[config.mk]
export PLATFORM = sky130hd
export DESIGN_NAME = eru_ext_regs
export DESIGN_NICKNAME = d
export VERILOG_FILES = /design/src/hdl/eru_pkg.sv /design/src/hdl/eru_ext_regs.sv /design/src/hdl/eru_strap_latch.sv /design/src/hdl/eru_strap_select.sv
export SDC_FILE = /design/constraint.sdc
export NUM_CORES = 1
export LEC_CHECK = 0
export ABC_AREA = 1
export BUFFER_PORTS_ARGS = -buffer_cell sky130_fd_sc_hd__buf_2
export CORE_UTILIZATION = 30
export CTS_CLUSTER_SIZE = 30
export DETAILED_ROUTE_END_ITERATION = 10
export HOLD_SLACK_MARGIN = 0.06
export SETUP_SLACK_MARGIN = 0.02
export SLEW_MARGIN = 25
export SYNTH_ARGS = -nofsm -noshare
export SYNTH_HDL_FRONTEND = slang
export SYNTH_HIERARCHICAL = 1
export SYNTH_SLANG_ARGS = --single-unit
[constraint.sdc]
create_clock -name core_clk -period 2.25 [get_ports core_clk]
set_input_delay 0.45 -clock core_clk [delete_from_list [all_inputs] [get_ports core_clk]]
set_output_delay 0.45 -clock core_clk [all_outputs]
set_load 0.01 [all_outputs]
[src/hdl/eru_pkg.sv]
package eru_pkg;
    // ------------------------------------------------------------------
    // Register indices on the CRT controller data port
    // ------------------------------------------------------------------
    localparam logic [7:0] IDX_UNLOCK    = 8'h29;
    localparam logic [7:0] IDX_CFG_SW    = 8'h2a;
    localparam logic [7:0] IDX_SCRATCH   = 8'h2b;
    localparam logic [7:0] IDX_HALF_ST   = 8'h2c;
    localparam logic [7:0] IDX_HALF_END  = 8'h2d;
    localparam logic [7:0] IDX_GRP_FIRST = 8'h2a;
    localparam logic [7:0] IDX_GRP_LAST  = 8'h30;
    // ------------------------------------------------------------------
    // Field positions and access codes
    // ------------------------------------------------------------------
    localparam logic [2:0] WR_KEY        = 3'h5;
    localparam logic [2:0] TEST_KEY      = 3'h5;
    localparam int         RD_EN_HI_BIT  = 7;
    localparam int         RD_EN_LO_BIT  = 3;
    localparam int         CFG_EGA_EMU   = 3;
    localparam int         CFG_LOCK_CLK  = 2;
    localparam int         CFG_LOCK_SCR  = 1;
    localparam int         CFG_LOCK_89   = 0;
    localparam int         IL_IRQ_EN     = 7;
    localparam int         IL_DBL_SCAN   = 6;
    localparam int         IL_INTERLACE  = 5;
    localparam int         MISC3_LP_BIT  = 6;
    // ------------------------------------------------------------------
    // Reset values
    // ------------------------------------------------------------------
    localparam logic [7:0] UNLOCK_RST    = 8'h00;
    localparam logic [3:0] CFG_LO_RST    = 4'h0;
    localparam logic [2:0] IL_HI_RST     = 3'h0;
    localparam logic [7:0] READ_BLOCKED  = 8'h00;
    // ------------------------------------------------------------------
    // Host interface encoding
    // ------------------------------------------------------------------
    typedef enum logic [1:0] {ERU_HOST_RSVD, ERU_HOST_ISA, ERU_HOST_LOCAL} eru_host_e;
endpackage : eru_pkg

[src/hdl/eru_ext_regs.sv]
`timescale 1ns/1ps
// Operation
// - Unlock register at 29h, reset zero
// - Group writes only when low bits 101
// - Group reads need bit7 high, bit3 low
// - Unlock bits 6:4 set to 101 select test mode
// - Config bits 3:0 cleared, read/write
// - Memory-mode straps captured into bits 7:5
// - Strap bit readable through 3C2h bit 4
// - Two bus straps select host interface
// - Bit 2 freezes clock select loading
// - Bit 1 locks screen-control fields
// - Bit 0 locks character clock width
// - Locked bits read back as written
// - Bit 3 selects EGA emulation timing
// - Scratch at 2Bh, kept through reset
// - Scratch becomes line-pulse count adjustment
// - Half-line start used only interlaced
// - Interlace bits 7:5 reset, 4:0 kept
// - Bit 7 enables CRT interrupts
// - Bit 6 doubles scan when polarity positive
// - Bit 5 selects interlaced timing
module eru_ext_regs
(
    input  wire logic       core_clk,
    input  wire logic       rst,
    input  wire logic       ce,
    // CRT controller index/data port
    input  wire logic [7:0] crtc_index,
    input  wire logic       reg_wr,
    input  wire logic       reg_rd,
    input  wire logic [7:0] reg_wdata,
    output logic      [7:0] reg_rdata,
    output logic            reg_hit,
    // Straps
    input  wire logic [2:0] mem_mode_strap,
    input  wire logic       bus_arch_strap_hi,
    input  wire logic       bus_arch_strap_lo,
    // Miscellaneous output register context
    input  wire logic       ega_compat,
    input  wire logic [1:0] misc_out_sel,
    input  wire logic       vsync_pos,
    output logic            misc_in_strap,
    // Lock-aware shadowing of other units' written values
    input  wire logic       clk_sel_wr,
    input  wire logic [1:0] clk_sel_wdata,
    output logic      [1:0] clk_sel_eff_q,
    output logic            clk_synth_load,
    input  wire logic       gc05_wr,
    input  wire logic [1:0] gc05_wdata,
    output logic      [1:0] gc05_eff_q,
    input  wire logic       sq01_wr,
    input  wire logic [4:0] sq01_wdata,
    output logic      [4:0] sq01_eff_q,
    input  wire logic       sq03_wr,
    input  wire logic [5:0] sq03_wdata,
    output logic      [5:0] sq03_eff_q,
    // Misc control three bit 6 state
    input  wire logic       misc3_lp_en,
    // Timing controls to CRTC
    output logic            ega_emu,
    output logic            lp_adj_valid,
    output logic      [7:0] lp_adj,
    output logic            interlace_en,
    output logic      [7:0] half_start,
    output logic      [4:0] half_end,
    output logic            dbl_scan,
    output logic            crtc_irq_en,
    output logic            test_mode,
    output eru_pkg::eru_host_e host_mode
);
    // ------------------------------------------------------------------
    // Storage
    // ------------------------------------------------------------------
    logic [7:0] unlock_q;
    logic [3:0] cfg_lo_q;
    logic [7:0] scratch_q;
    logic [7:0] half_st_q;
    logic [2:0] il_hi_q;
    logic [4:0] il_lo_q;
    logic [2:0] mem_mode_q;
    logic       bus_hi_q;
    logic       strap_bit;

    eru_strap_latch u_straps
    (
        .core_clk          (core_clk),
        .rst               (rst),
        .ce                (ce),
        .mem_mode_strap    (mem_mode_strap),
        .bus_arch_strap_hi (bus_arch_strap_hi),
        .bus_arch_strap_lo (bus_arch_strap_lo),
        .mem_mode_q        (mem_mode_q),
        .bus_hi_q          (bus_hi_q),
        .host_mode_q       (host_mode)
    );

    eru_strap_select u_sel
    (
        .mem_mode_q   (mem_mode_q),
        .bus_hi_q     (bus_hi_q),
        .misc_out_sel (misc_out_sel),
        .strap_bit    (strap_bit)
    );

    // ------------------------------------------------------------------
    // Decoding
    // ------------------------------------------------------------------
    wire hit_unlock = (crtc_index == eru_pkg::IDX_UNLOCK);
    wire in_grp     = (crtc_index >= eru_pkg::IDX_GRP_FIRST) &&
                      (crtc_index <= eru_pkg::IDX_GRP_LAST);
    wire wr_open    = (unlock_q[2:0] == eru_pkg::WR_KEY);
    wire rd_open    = unlock_q[eru_pkg::RD_EN_HI_BIT] &&
                      !unlock_q[eru_pkg::RD_EN_LO_BIT];
    wire grp_wr     = ce && reg_wr && wr_open;
    wire wr_cfg     = grp_wr && (crtc_index == eru_pkg::IDX_CFG_SW);
    wire wr_scr     = grp_wr && (crtc_index == eru_pkg::IDX_SCRATCH);
    wire wr_hst     = grp_wr && (crtc_index == eru_pkg::IDX_HALF_ST);
    wire wr_hend    = grp_wr && (crtc_index == eru_pkg::IDX_HALF_END);
    wire lock_clk   = cfg_lo_q[eru_pkg::CFG_LOCK_CLK];
    wire lock_scr   = cfg_lo_q[eru_pkg::CFG_LOCK_SCR];
    wire lock_89    = cfg_lo_q[eru_pkg::CFG_LOCK_89];

    logic [7:0] grp_data;
    assign grp_data = (crtc_index == eru_pkg::IDX_CFG_SW)  ? {mem_mode_q, bus_hi_q, cfg_lo_q} :
                      (crtc_index == eru_pkg::IDX_SCRATCH) ? scratch_q :
                      (crtc_index == eru_pkg::IDX_HALF_ST) ? half_st_q :
                      (crtc_index == eru_pkg::IDX_HALF_END) ? {il_hi_q, il_lo_q} :
                                                             eru_pkg::READ_BLOCKED;

    // ------------------------------------------------------------------
    // Register writes
    // ------------------------------------------------------------------
    always_ff @(posedge core_clk)
    begin
        if (ce)
        begin
            if (rst)
            begin
                unlock_q <= eru_pkg::UNLOCK_RST;
                cfg_lo_q <= eru_pkg::CFG_LO_RST;
                il_hi_q  <= eru_pkg::IL_HI_RST;
            end
            else
            begin
                if (reg_wr && hit_unlock)
                    unlock_q <= reg_wdata;
                if (wr_cfg)
                    cfg_lo_q <= reg_wdata[3:0];
                if (wr_hend)
                    il_hi_q <= reg_wdata[7:5];
            end
        end
    end

    // No reset on these: contents survive hardware reset
    always_ff @(posedge core_clk)
    begin
        if (ce && !rst)
        begin
            if (wr_scr)
                scratch_q <= reg_wdata;
            if (wr_hst)
                half_st_q <= reg_wdata;
            if (wr_hend)
                il_lo_q <= reg_wdata[4:0];
        end
    end

    // ------------------------------------------------------------------
    // Lock shadows: the written copy lives in the owning unit for reads;
    // here only the effective setting is held, updated when unlocked
    // ------------------------------------------------------------------
    always_ff @(posedge core_clk)
    begin
        if (ce)
        begin
            if (rst)
            begin
                clk_sel_eff_q <= 2'h0;
                gc05_eff_q    <= 2'h0;
                sq01_eff_q    <= 5'h00;
                sq03_eff_q    <= 6'h00;
            end
            else
            begin
                if (clk_sel_wr && !lock_clk)
                    clk_sel_eff_q <= clk_sel_wdata;
                if (gc05_wr && !lock_scr)
                    gc05_eff_q <= gc05_wdata;
                if (sq01_wr)
                begin
                    if (!lock_scr)
                        sq01_eff_q[4:1] <= sq01_wdata[4:1];
                    if (!lock_89)
                        sq01_eff_q[0] <= sq01_wdata[0];
                end
                if (sq03_wr && !lock_scr)
                    sq03_eff_q <= sq03_wdata;
            end
        end
    end

    assign clk_synth_load = ce && clk_sel_wr && !lock_clk && !rst;

    // ------------------------------------------------------------------
    // Read path and controls
    // ------------------------------------------------------------------
    always_ff @(posedge core_clk)
    begin
        if (ce)
        begin
            if (rst)
                reg_rdata <= 8'h00;
            else if (reg_rd && hit_unlock)
                reg_rdata <= unlock_q;
            else if (reg_rd && in_grp)
                reg_rdata <= rd_open ? grp_data : eru_pkg::READ_BLOCKED;
        end
    end

    assign reg_hit       = hit_unlock || in_grp;
    assign misc_in_strap = ega_compat && strap_bit;
    assign ega_emu       = cfg_lo_q[eru_pkg::CFG_EGA_EMU];
    assign lp_adj_valid  = misc3_lp_en;
    assign lp_adj        = scratch_q;
    assign interlace_en  = il_hi_q[eru_pkg::IL_INTERLACE - 5];
    assign half_start    = interlace_en ? half_st_q : 8'h00;
    assign half_end      = il_lo_q;
    assign dbl_scan      = il_hi_q[eru_pkg::IL_DBL_SCAN - 5] && vsync_pos;
    assign crtc_irq_en   = il_hi_q[eru_pkg::IL_IRQ_EN - 5];
    assign test_mode     = (unlock_q[6:4] == eru_pkg::TEST_KEY);

    // ------------------------------------------------------------------
    // Checks
    // ------------------------------------------------------------------
    property p_unlock_rst;
        @(posedge core_clk) (rst && ce) |=> (unlock_q == 8'h00);
    endproperty
    a_unlock_rst: assert property (p_unlock_rst) else $error("unlock not cleared");

    property p_wr_block;
        @(posedge core_clk) disable iff (rst)
        (ce && reg_wr && !wr_open && crtc_index == eru_pkg::IDX_SCRATCH)
        |=> $stable(scratch_q);
    endproperty
    a_wr_block: assert property (p_wr_block) else $error("protected write landed");

    property p_rd_block;
        @(posedge core_clk) disable iff (rst)
        (ce && reg_rd && in_grp && !rd_open) |=> (reg_rdata == 8'h00);
    endproperty
    a_rd_block: assert property (p_rd_block) else $error("blocked read not zero");

    property p_cfg_rst;
        @(posedge core_clk) (rst && ce) |=> (cfg_lo_q == 4'h0 && il_hi_q == 3'h0);
    endproperty
    a_cfg_rst: assert property (p_cfg_rst) else $error("reset bits not cleared");

    property p_clk_lock;
        @(posedge core_clk) disable iff (rst)
        (ce && lock_clk) |=> $stable(clk_sel_eff_q);
    endproperty
    a_clk_lock: assert property (p_clk_lock) else $error("clock select moved");

    property p_scr_lock;
        @(posedge core_clk) disable iff (rst)
        (ce && lock_scr && $stable(cfg_lo_q)) |=> $stable(gc05_eff_q) && $stable(sq03_eff_q);
    endproperty
    a_scr_lock: assert property (p_scr_lock) else $error("screen lock broken");

    property p_89_lock;
        @(posedge core_clk) disable iff (rst)
        (ce && lock_89) |=> (sq01_eff_q[0] == $past(sq01_eff_q[0]));
    endproperty
    a_89_lock: assert property (p_89_lock) else $error("dot width moved");

    property p_scr_keep;
        @(posedge core_clk) (rst) |=> $stable(scratch_q);
    endproperty
    a_scr_keep: assert property (p_scr_keep) else $error("scratch lost at reset");

    property p_dbl;
        @(posedge core_clk) disable iff (rst)
        (wr_hend && reg_wdata[eru_pkg::IL_DBL_SCAN]) |=> (dbl_scan == vsync_pos);
    endproperty
    a_dbl: assert property (p_dbl) else $error("double scan wrong");

    property p_unlock_wr;
        @(posedge core_clk) disable iff (rst)
        (ce && reg_wr && hit_unlock) |=> (unlock_q == $past(reg_wdata));
    endproperty
    a_unlock_wr: assert property (p_unlock_wr) else $error("unlock write lost");

    property p_unlock_rd;
        @(posedge core_clk) disable iff (rst)
        (ce && reg_rd && hit_unlock) |=> (reg_rdata == $past(unlock_q));
    endproperty
    a_unlock_rd: assert property (p_unlock_rd) else $error("unlock read wrong");

    property p_wr_land;
        @(posedge core_clk) disable iff (rst)
        wr_scr |=> (scratch_q == $past(reg_wdata));
    endproperty
    a_wr_land: assert property (p_wr_land) else $error("open write lost");

    property p_rd_open;
        @(posedge core_clk) disable iff (rst)
        (ce && reg_rd && in_grp && rd_open) |=> (reg_rdata == $past(grp_data));
    endproperty
    a_rd_open: assert property (p_rd_open) else $error("open read wrong");

    property p_cfg_wr;
        @(posedge core_clk) disable iff (rst)
        wr_cfg |=> (cfg_lo_q == $past(reg_wdata[3:0]));
    endproperty
    a_cfg_wr: assert property (p_cfg_wr) else $error("switch write lost");

    property p_strap_hold;
        @(posedge core_clk)
        (!rst) |=> ($stable(mem_mode_q) && $stable(host_mode));
    endproperty
    a_strap_hold: assert property (p_strap_hold) else $error("strap moved");

    property p_clk_pass;
        @(posedge core_clk) disable iff (rst)
        (ce && clk_sel_wr && !lock_clk) |=> (clk_sel_eff_q == $past(clk_sel_wdata));
    endproperty
    a_clk_pass: assert property (p_clk_pass) else $error("clock select not taken");

    property p_dot_pass;
        @(posedge core_clk) disable iff (rst)
        (ce && sq01_wr && !lock_89) |=> (sq01_eff_q[0] == $past(sq01_wdata[0]));
    endproperty
    a_dot_pass: assert property (p_dot_pass) else $error("dot width not taken");

    property p_il_wr;
        @(posedge core_clk) disable iff (rst)
        wr_hend |=> ({il_hi_q, il_lo_q} == $past(reg_wdata));
    endproperty
    a_il_wr: assert property (p_il_wr) else $error("interlace write lost");
endmodule : eru_ext_regs

[src/hdl/eru_strap_latch.sv]
`timescale 1ns/1ps
// Catches straps by clock while reset is held, so no async load of a pin
module eru_strap_latch
(
    input  wire logic       core_clk,
    input  wire logic       rst,
    input  wire logic       ce,
    input  wire logic [2:0] mem_mode_strap,
    input  wire logic       bus_arch_strap_hi,
    input  wire logic       bus_arch_strap_lo,
    output logic      [2:0] mem_mode_q,
    output logic            bus_hi_q,
    output eru_pkg::eru_host_e host_mode_q
);
    eru_pkg::eru_host_e host_d;
    assign host_d = (bus_arch_strap_lo && !bus_arch_strap_hi) ? eru_pkg::ERU_HOST_ISA :
                    (bus_arch_strap_lo &&  bus_arch_strap_hi) ? eru_pkg::ERU_HOST_LOCAL :
                                                                eru_pkg::ERU_HOST_RSVD;
    always_ff @(posedge core_clk)
    begin
        if (ce && rst)
        begin
            mem_mode_q  <= mem_mode_strap;
            bus_hi_q    <= bus_arch_strap_hi;
            host_mode_q <= host_d;
        end
    end
endmodule : eru_strap_latch

[src/hdl/eru_strap_select.sv]
`timescale 1ns/1ps
module eru_strap_select
(
    input  wire logic [2:0] mem_mode_q,
    input  wire logic       bus_hi_q,
    input  wire logic [1:0] misc_out_sel,
    output logic            strap_bit
);
    assign strap_bit = (misc_out_sel == 2'h0) ? mem_mode_q[2] :
                       (misc_out_sel == 2'h1) ? mem_mode_q[1] :
                       (misc_out_sel == 2'h2) ? mem_mode_q[0] : bus_hi_q;
endmodule : eru_strap_select

==> flow_metrics.tcl <==
set metrics [dict create \
    first_global_vias 2374 \
    power_density_nw_per_um2 720 \
    postSynth.asyncResetShare_pct 0 \
    synth.avg_cell_area_um2 10.2 \
    antenna_found_initial 0 \
    drtIter0Drc 143 \
    yosysTopAreaCell "edfxtp_1" \
    ys.flop_type "edfxtp_1" \
    hold_buffers 0 \
    synthesis.area_um2 3070 \
    relSlewSlack_pct 64.2 \
    cp_data_required_time_ns 1.80 \
    setup_viol 0 \
    critPathCaptureType "output port" \
    slew_viol_final 0 \
    vias_per_cell 4.41 \
    ctsHtreeMaxLevel 3 \
    ys_ff_latch 65 \
    post_cts_resized 0 \
    n_fill_cell 968 \
    critPathTopFamily "simple AND/OR/NAND/NOR gates" \
    synthDistinctLibCells 27 \
    clk_pin_slew_ns 0.06 \
    place_ws_ns 0.399 \
    die_h_um 103 \
    wl_per_cell_um 13.5 \
    swShare_pct 20.4 \
    outcome "completed" \
    synth.area.top_cells "edfxtp_1 64%, nand2_1 6.1%, nor2_1 6.1%, inv_1 5.9%, nand3_1 3.7%" \
    ir_worst_vdd_mv 0.301 \
    final_nets 465 \
    cts_tree "done" \
    ios 105 \
    fp-row-count 36 \
    clk_latency_ns 0.34 \
    vias 2441 \
    min_period_ns 1.71 \
    rsz0062_at_grt "no" \
    fmax_mhz 586 \
    clock_skew_ns 0.0103 \
    max_cap_violations 0 \
    critical_path_buf_inv_count 3 \
    drcViolationCount 0 \
    post-dp-hpwl_um 5870 \
    place_congestion 0.770 \
    die-area_um2 10600 \
    worst_slew_pin_slew_ns 0.535 \
    crit_chain "buf_2 -> inv_1 -> nand2_1 -> nor2_2 -> nand2_1 -> nand2_2 -> buf_2" \
    place.port_buffers 102 \
    routed_wl_um 7460 \
    antenna_cells 0 \
    grt_overflow_total 0 \
    combPwrFrac_pct 8.0 \
    p_clk_share_pct 43.7 \
    root_buffer "clkbuf_8" \
    initial_core_util_pct 31.1 \
    cts_buffer_depth 2 \
    cts_num_sinks 65 \
    die_x_um 103 \
    post_cts_buffers 0 \
    whs_ns 0.293 \
    synth_edf_count 65 \
    grt_pass1_wl_um 11300 \
    grt_max_degree 23 \
    synth_fp_nets 351 \
    start_kind "input port" \
    min_delay_path_depth 1 \
    min_path_type "input port to flip-flop" \
    syn-instance-count 301 \
    cpMaxStageDelayCell "nor2_2" \
    syn_to_final_growth_pct 31.0 \
    final_hold_viol_count 0 \
    crit_arrival_ns 1.26 \
    fin_crit_sh_pct 75.8 \
    drive_gt1_share_pct 37.1 \
    cp_num_cells 7 \
    fin_setup_tns_ns 0 \
    grtUsageTotal_pct 14.7 \
    drt_first_pass_iters 4 \
    postRouteAntennaNets 0 \
    yosys_warnings 6 \
    worst_r2r_path_depth 4 \
    yosysMostFrequentCell "edfxtp_1" \
    power_frac_seq_pct 48.3 \
    cts_inserted_buffers 9 \
    worstSetupPathType "input port to output port" \
    p_leak_nw 1.88 \
    ys_seq_area_share_pct 63.5 \
    core_area_um2 9860 \
    synth_top_area_share_pct 63.5 \
    synth_common_cells "65 x edfxtp_1, 50 x nand2_1, 50 x nor2_1, 48 x inv_1, 23 x nand3_1" \
    p_sw_uw 591 \
    timing.final.ws_setup_ns 0.544 \
    max_stage_delay_ns 0.18 \
    p_int_mw 2.31 \
    crit_fanout 4 \
]
layout by cell type (no fill, tap or decap), types with 4 or more instances in the layout:
master | netlist | layout
nor3_1 | 4 | 4
inv_1 | 48 | 48
inv_2 | 6 | 6
nand2_2 | 5 | 5
buf_2 | 2 | 102
nor2_1 | 50 | 50
edfxtp_1 | 65 | 65
bufinv_16 | 0 | 4
buf_4 | 3 | 10
nand4_1 | 7 | 7
a21oi_2 | 8 | 8
nand2_1 | 50 | 50
clkbuf_8 | 0 | 9
nor2_2 | 4 | 4
nand3_1 | 23 | 23
o211ai_1 | 8 | 8
logic make-up (layout without fill, tap and decap cells):
kind of cell / count (synthesis) / in the layout / synth area share, %
compound gates: 22 / 22 / 5.42
buf+inv: 64 / 183 / 8.51
flops: 65 / 65 / 63.5
simple gates: 150 / 150 / 22.5
routing by layer:
layer | track usage (%) | vias to the layer above | part of all wire [%]
met5 | 0 | - | 0
met4 | 9.32 | 0 | 3.2
met3 | 3.63 | 17 | 5.8
met2 | 23.8 | 77 | 49
met1 | 17.5 | 1128 | 42
li1 | - | 1219 | -
power groups by stage:
stage	clock (mW)	combinational [mW]	sequential [mW]
3_3_place_gp	0	0.230	1.42
4_1_cts	1.29	0.235	1.40
6_report	1.27	0.232	1.40
2_1_floorplan	0	0.108	1.43
3_5_place_dp	0	0.234	1.42
5_1_grt	1.34	0.261	1.40
sequential cells by signal, indices dropped and copies added, names as in the netlist:
signal / cells
cfg_lo_q: 4
clk_sel_eff_q: 2
gc05_eff_q: 2
half_end: 5
half_st_q: 8
il_hi_q: 3
lp_adj: 8
reg_rdata: 8
sq01_eff_q: 5
sq03_eff_q: 6
u_straps/bus_hi_q: 1
u_straps/host_mode_q: 2
u_straps/mem_mode_q: 3
unlock_q: 8
final timing paths:
check                           endpoint  slack, ns         startpoint
setup reg to reg               lp_adj[1]       0.73        unlock_q[1]
setup / recovery                 reg_hit       0.54      crtc_index[2]
hold / removal    u_straps/mem_mode_q[0]       0.29  mem_mode_strap[0]
hold reg to reg            sq01_eff_q[0]       0.61        cfg_lo_q[0]
layout make-up:
class | instances | area, µm² | area share (%)
clock inverters | 7 | 133 | 3.29
multi-input cells | 172 | 858 | 21.3
repair buffers | 112 | 586 | 14.5
well taps | 133 | 166 | 4.13
inverters | 55 | 206 | 5.13
clock buffers | 9 | 124 | 3.08
flip-flops and latches | 65 | 1950 | 48.5
through the flow:
stage	total power, mW	instance area (µm²)	instances	utilization (%)
2_1_floorplan	1.54	3070	301	-
6_report	2.90	4030	553	40.8
4_1_cts	2.93	4030	553	40.8
3_5_place_dp	1.66	3770	537	38.2
5_1_grt	3.01	4030	553	40.8
3_3_place_gp	1.65	3770	537	38.2
(Power assumes the default switching activity.)
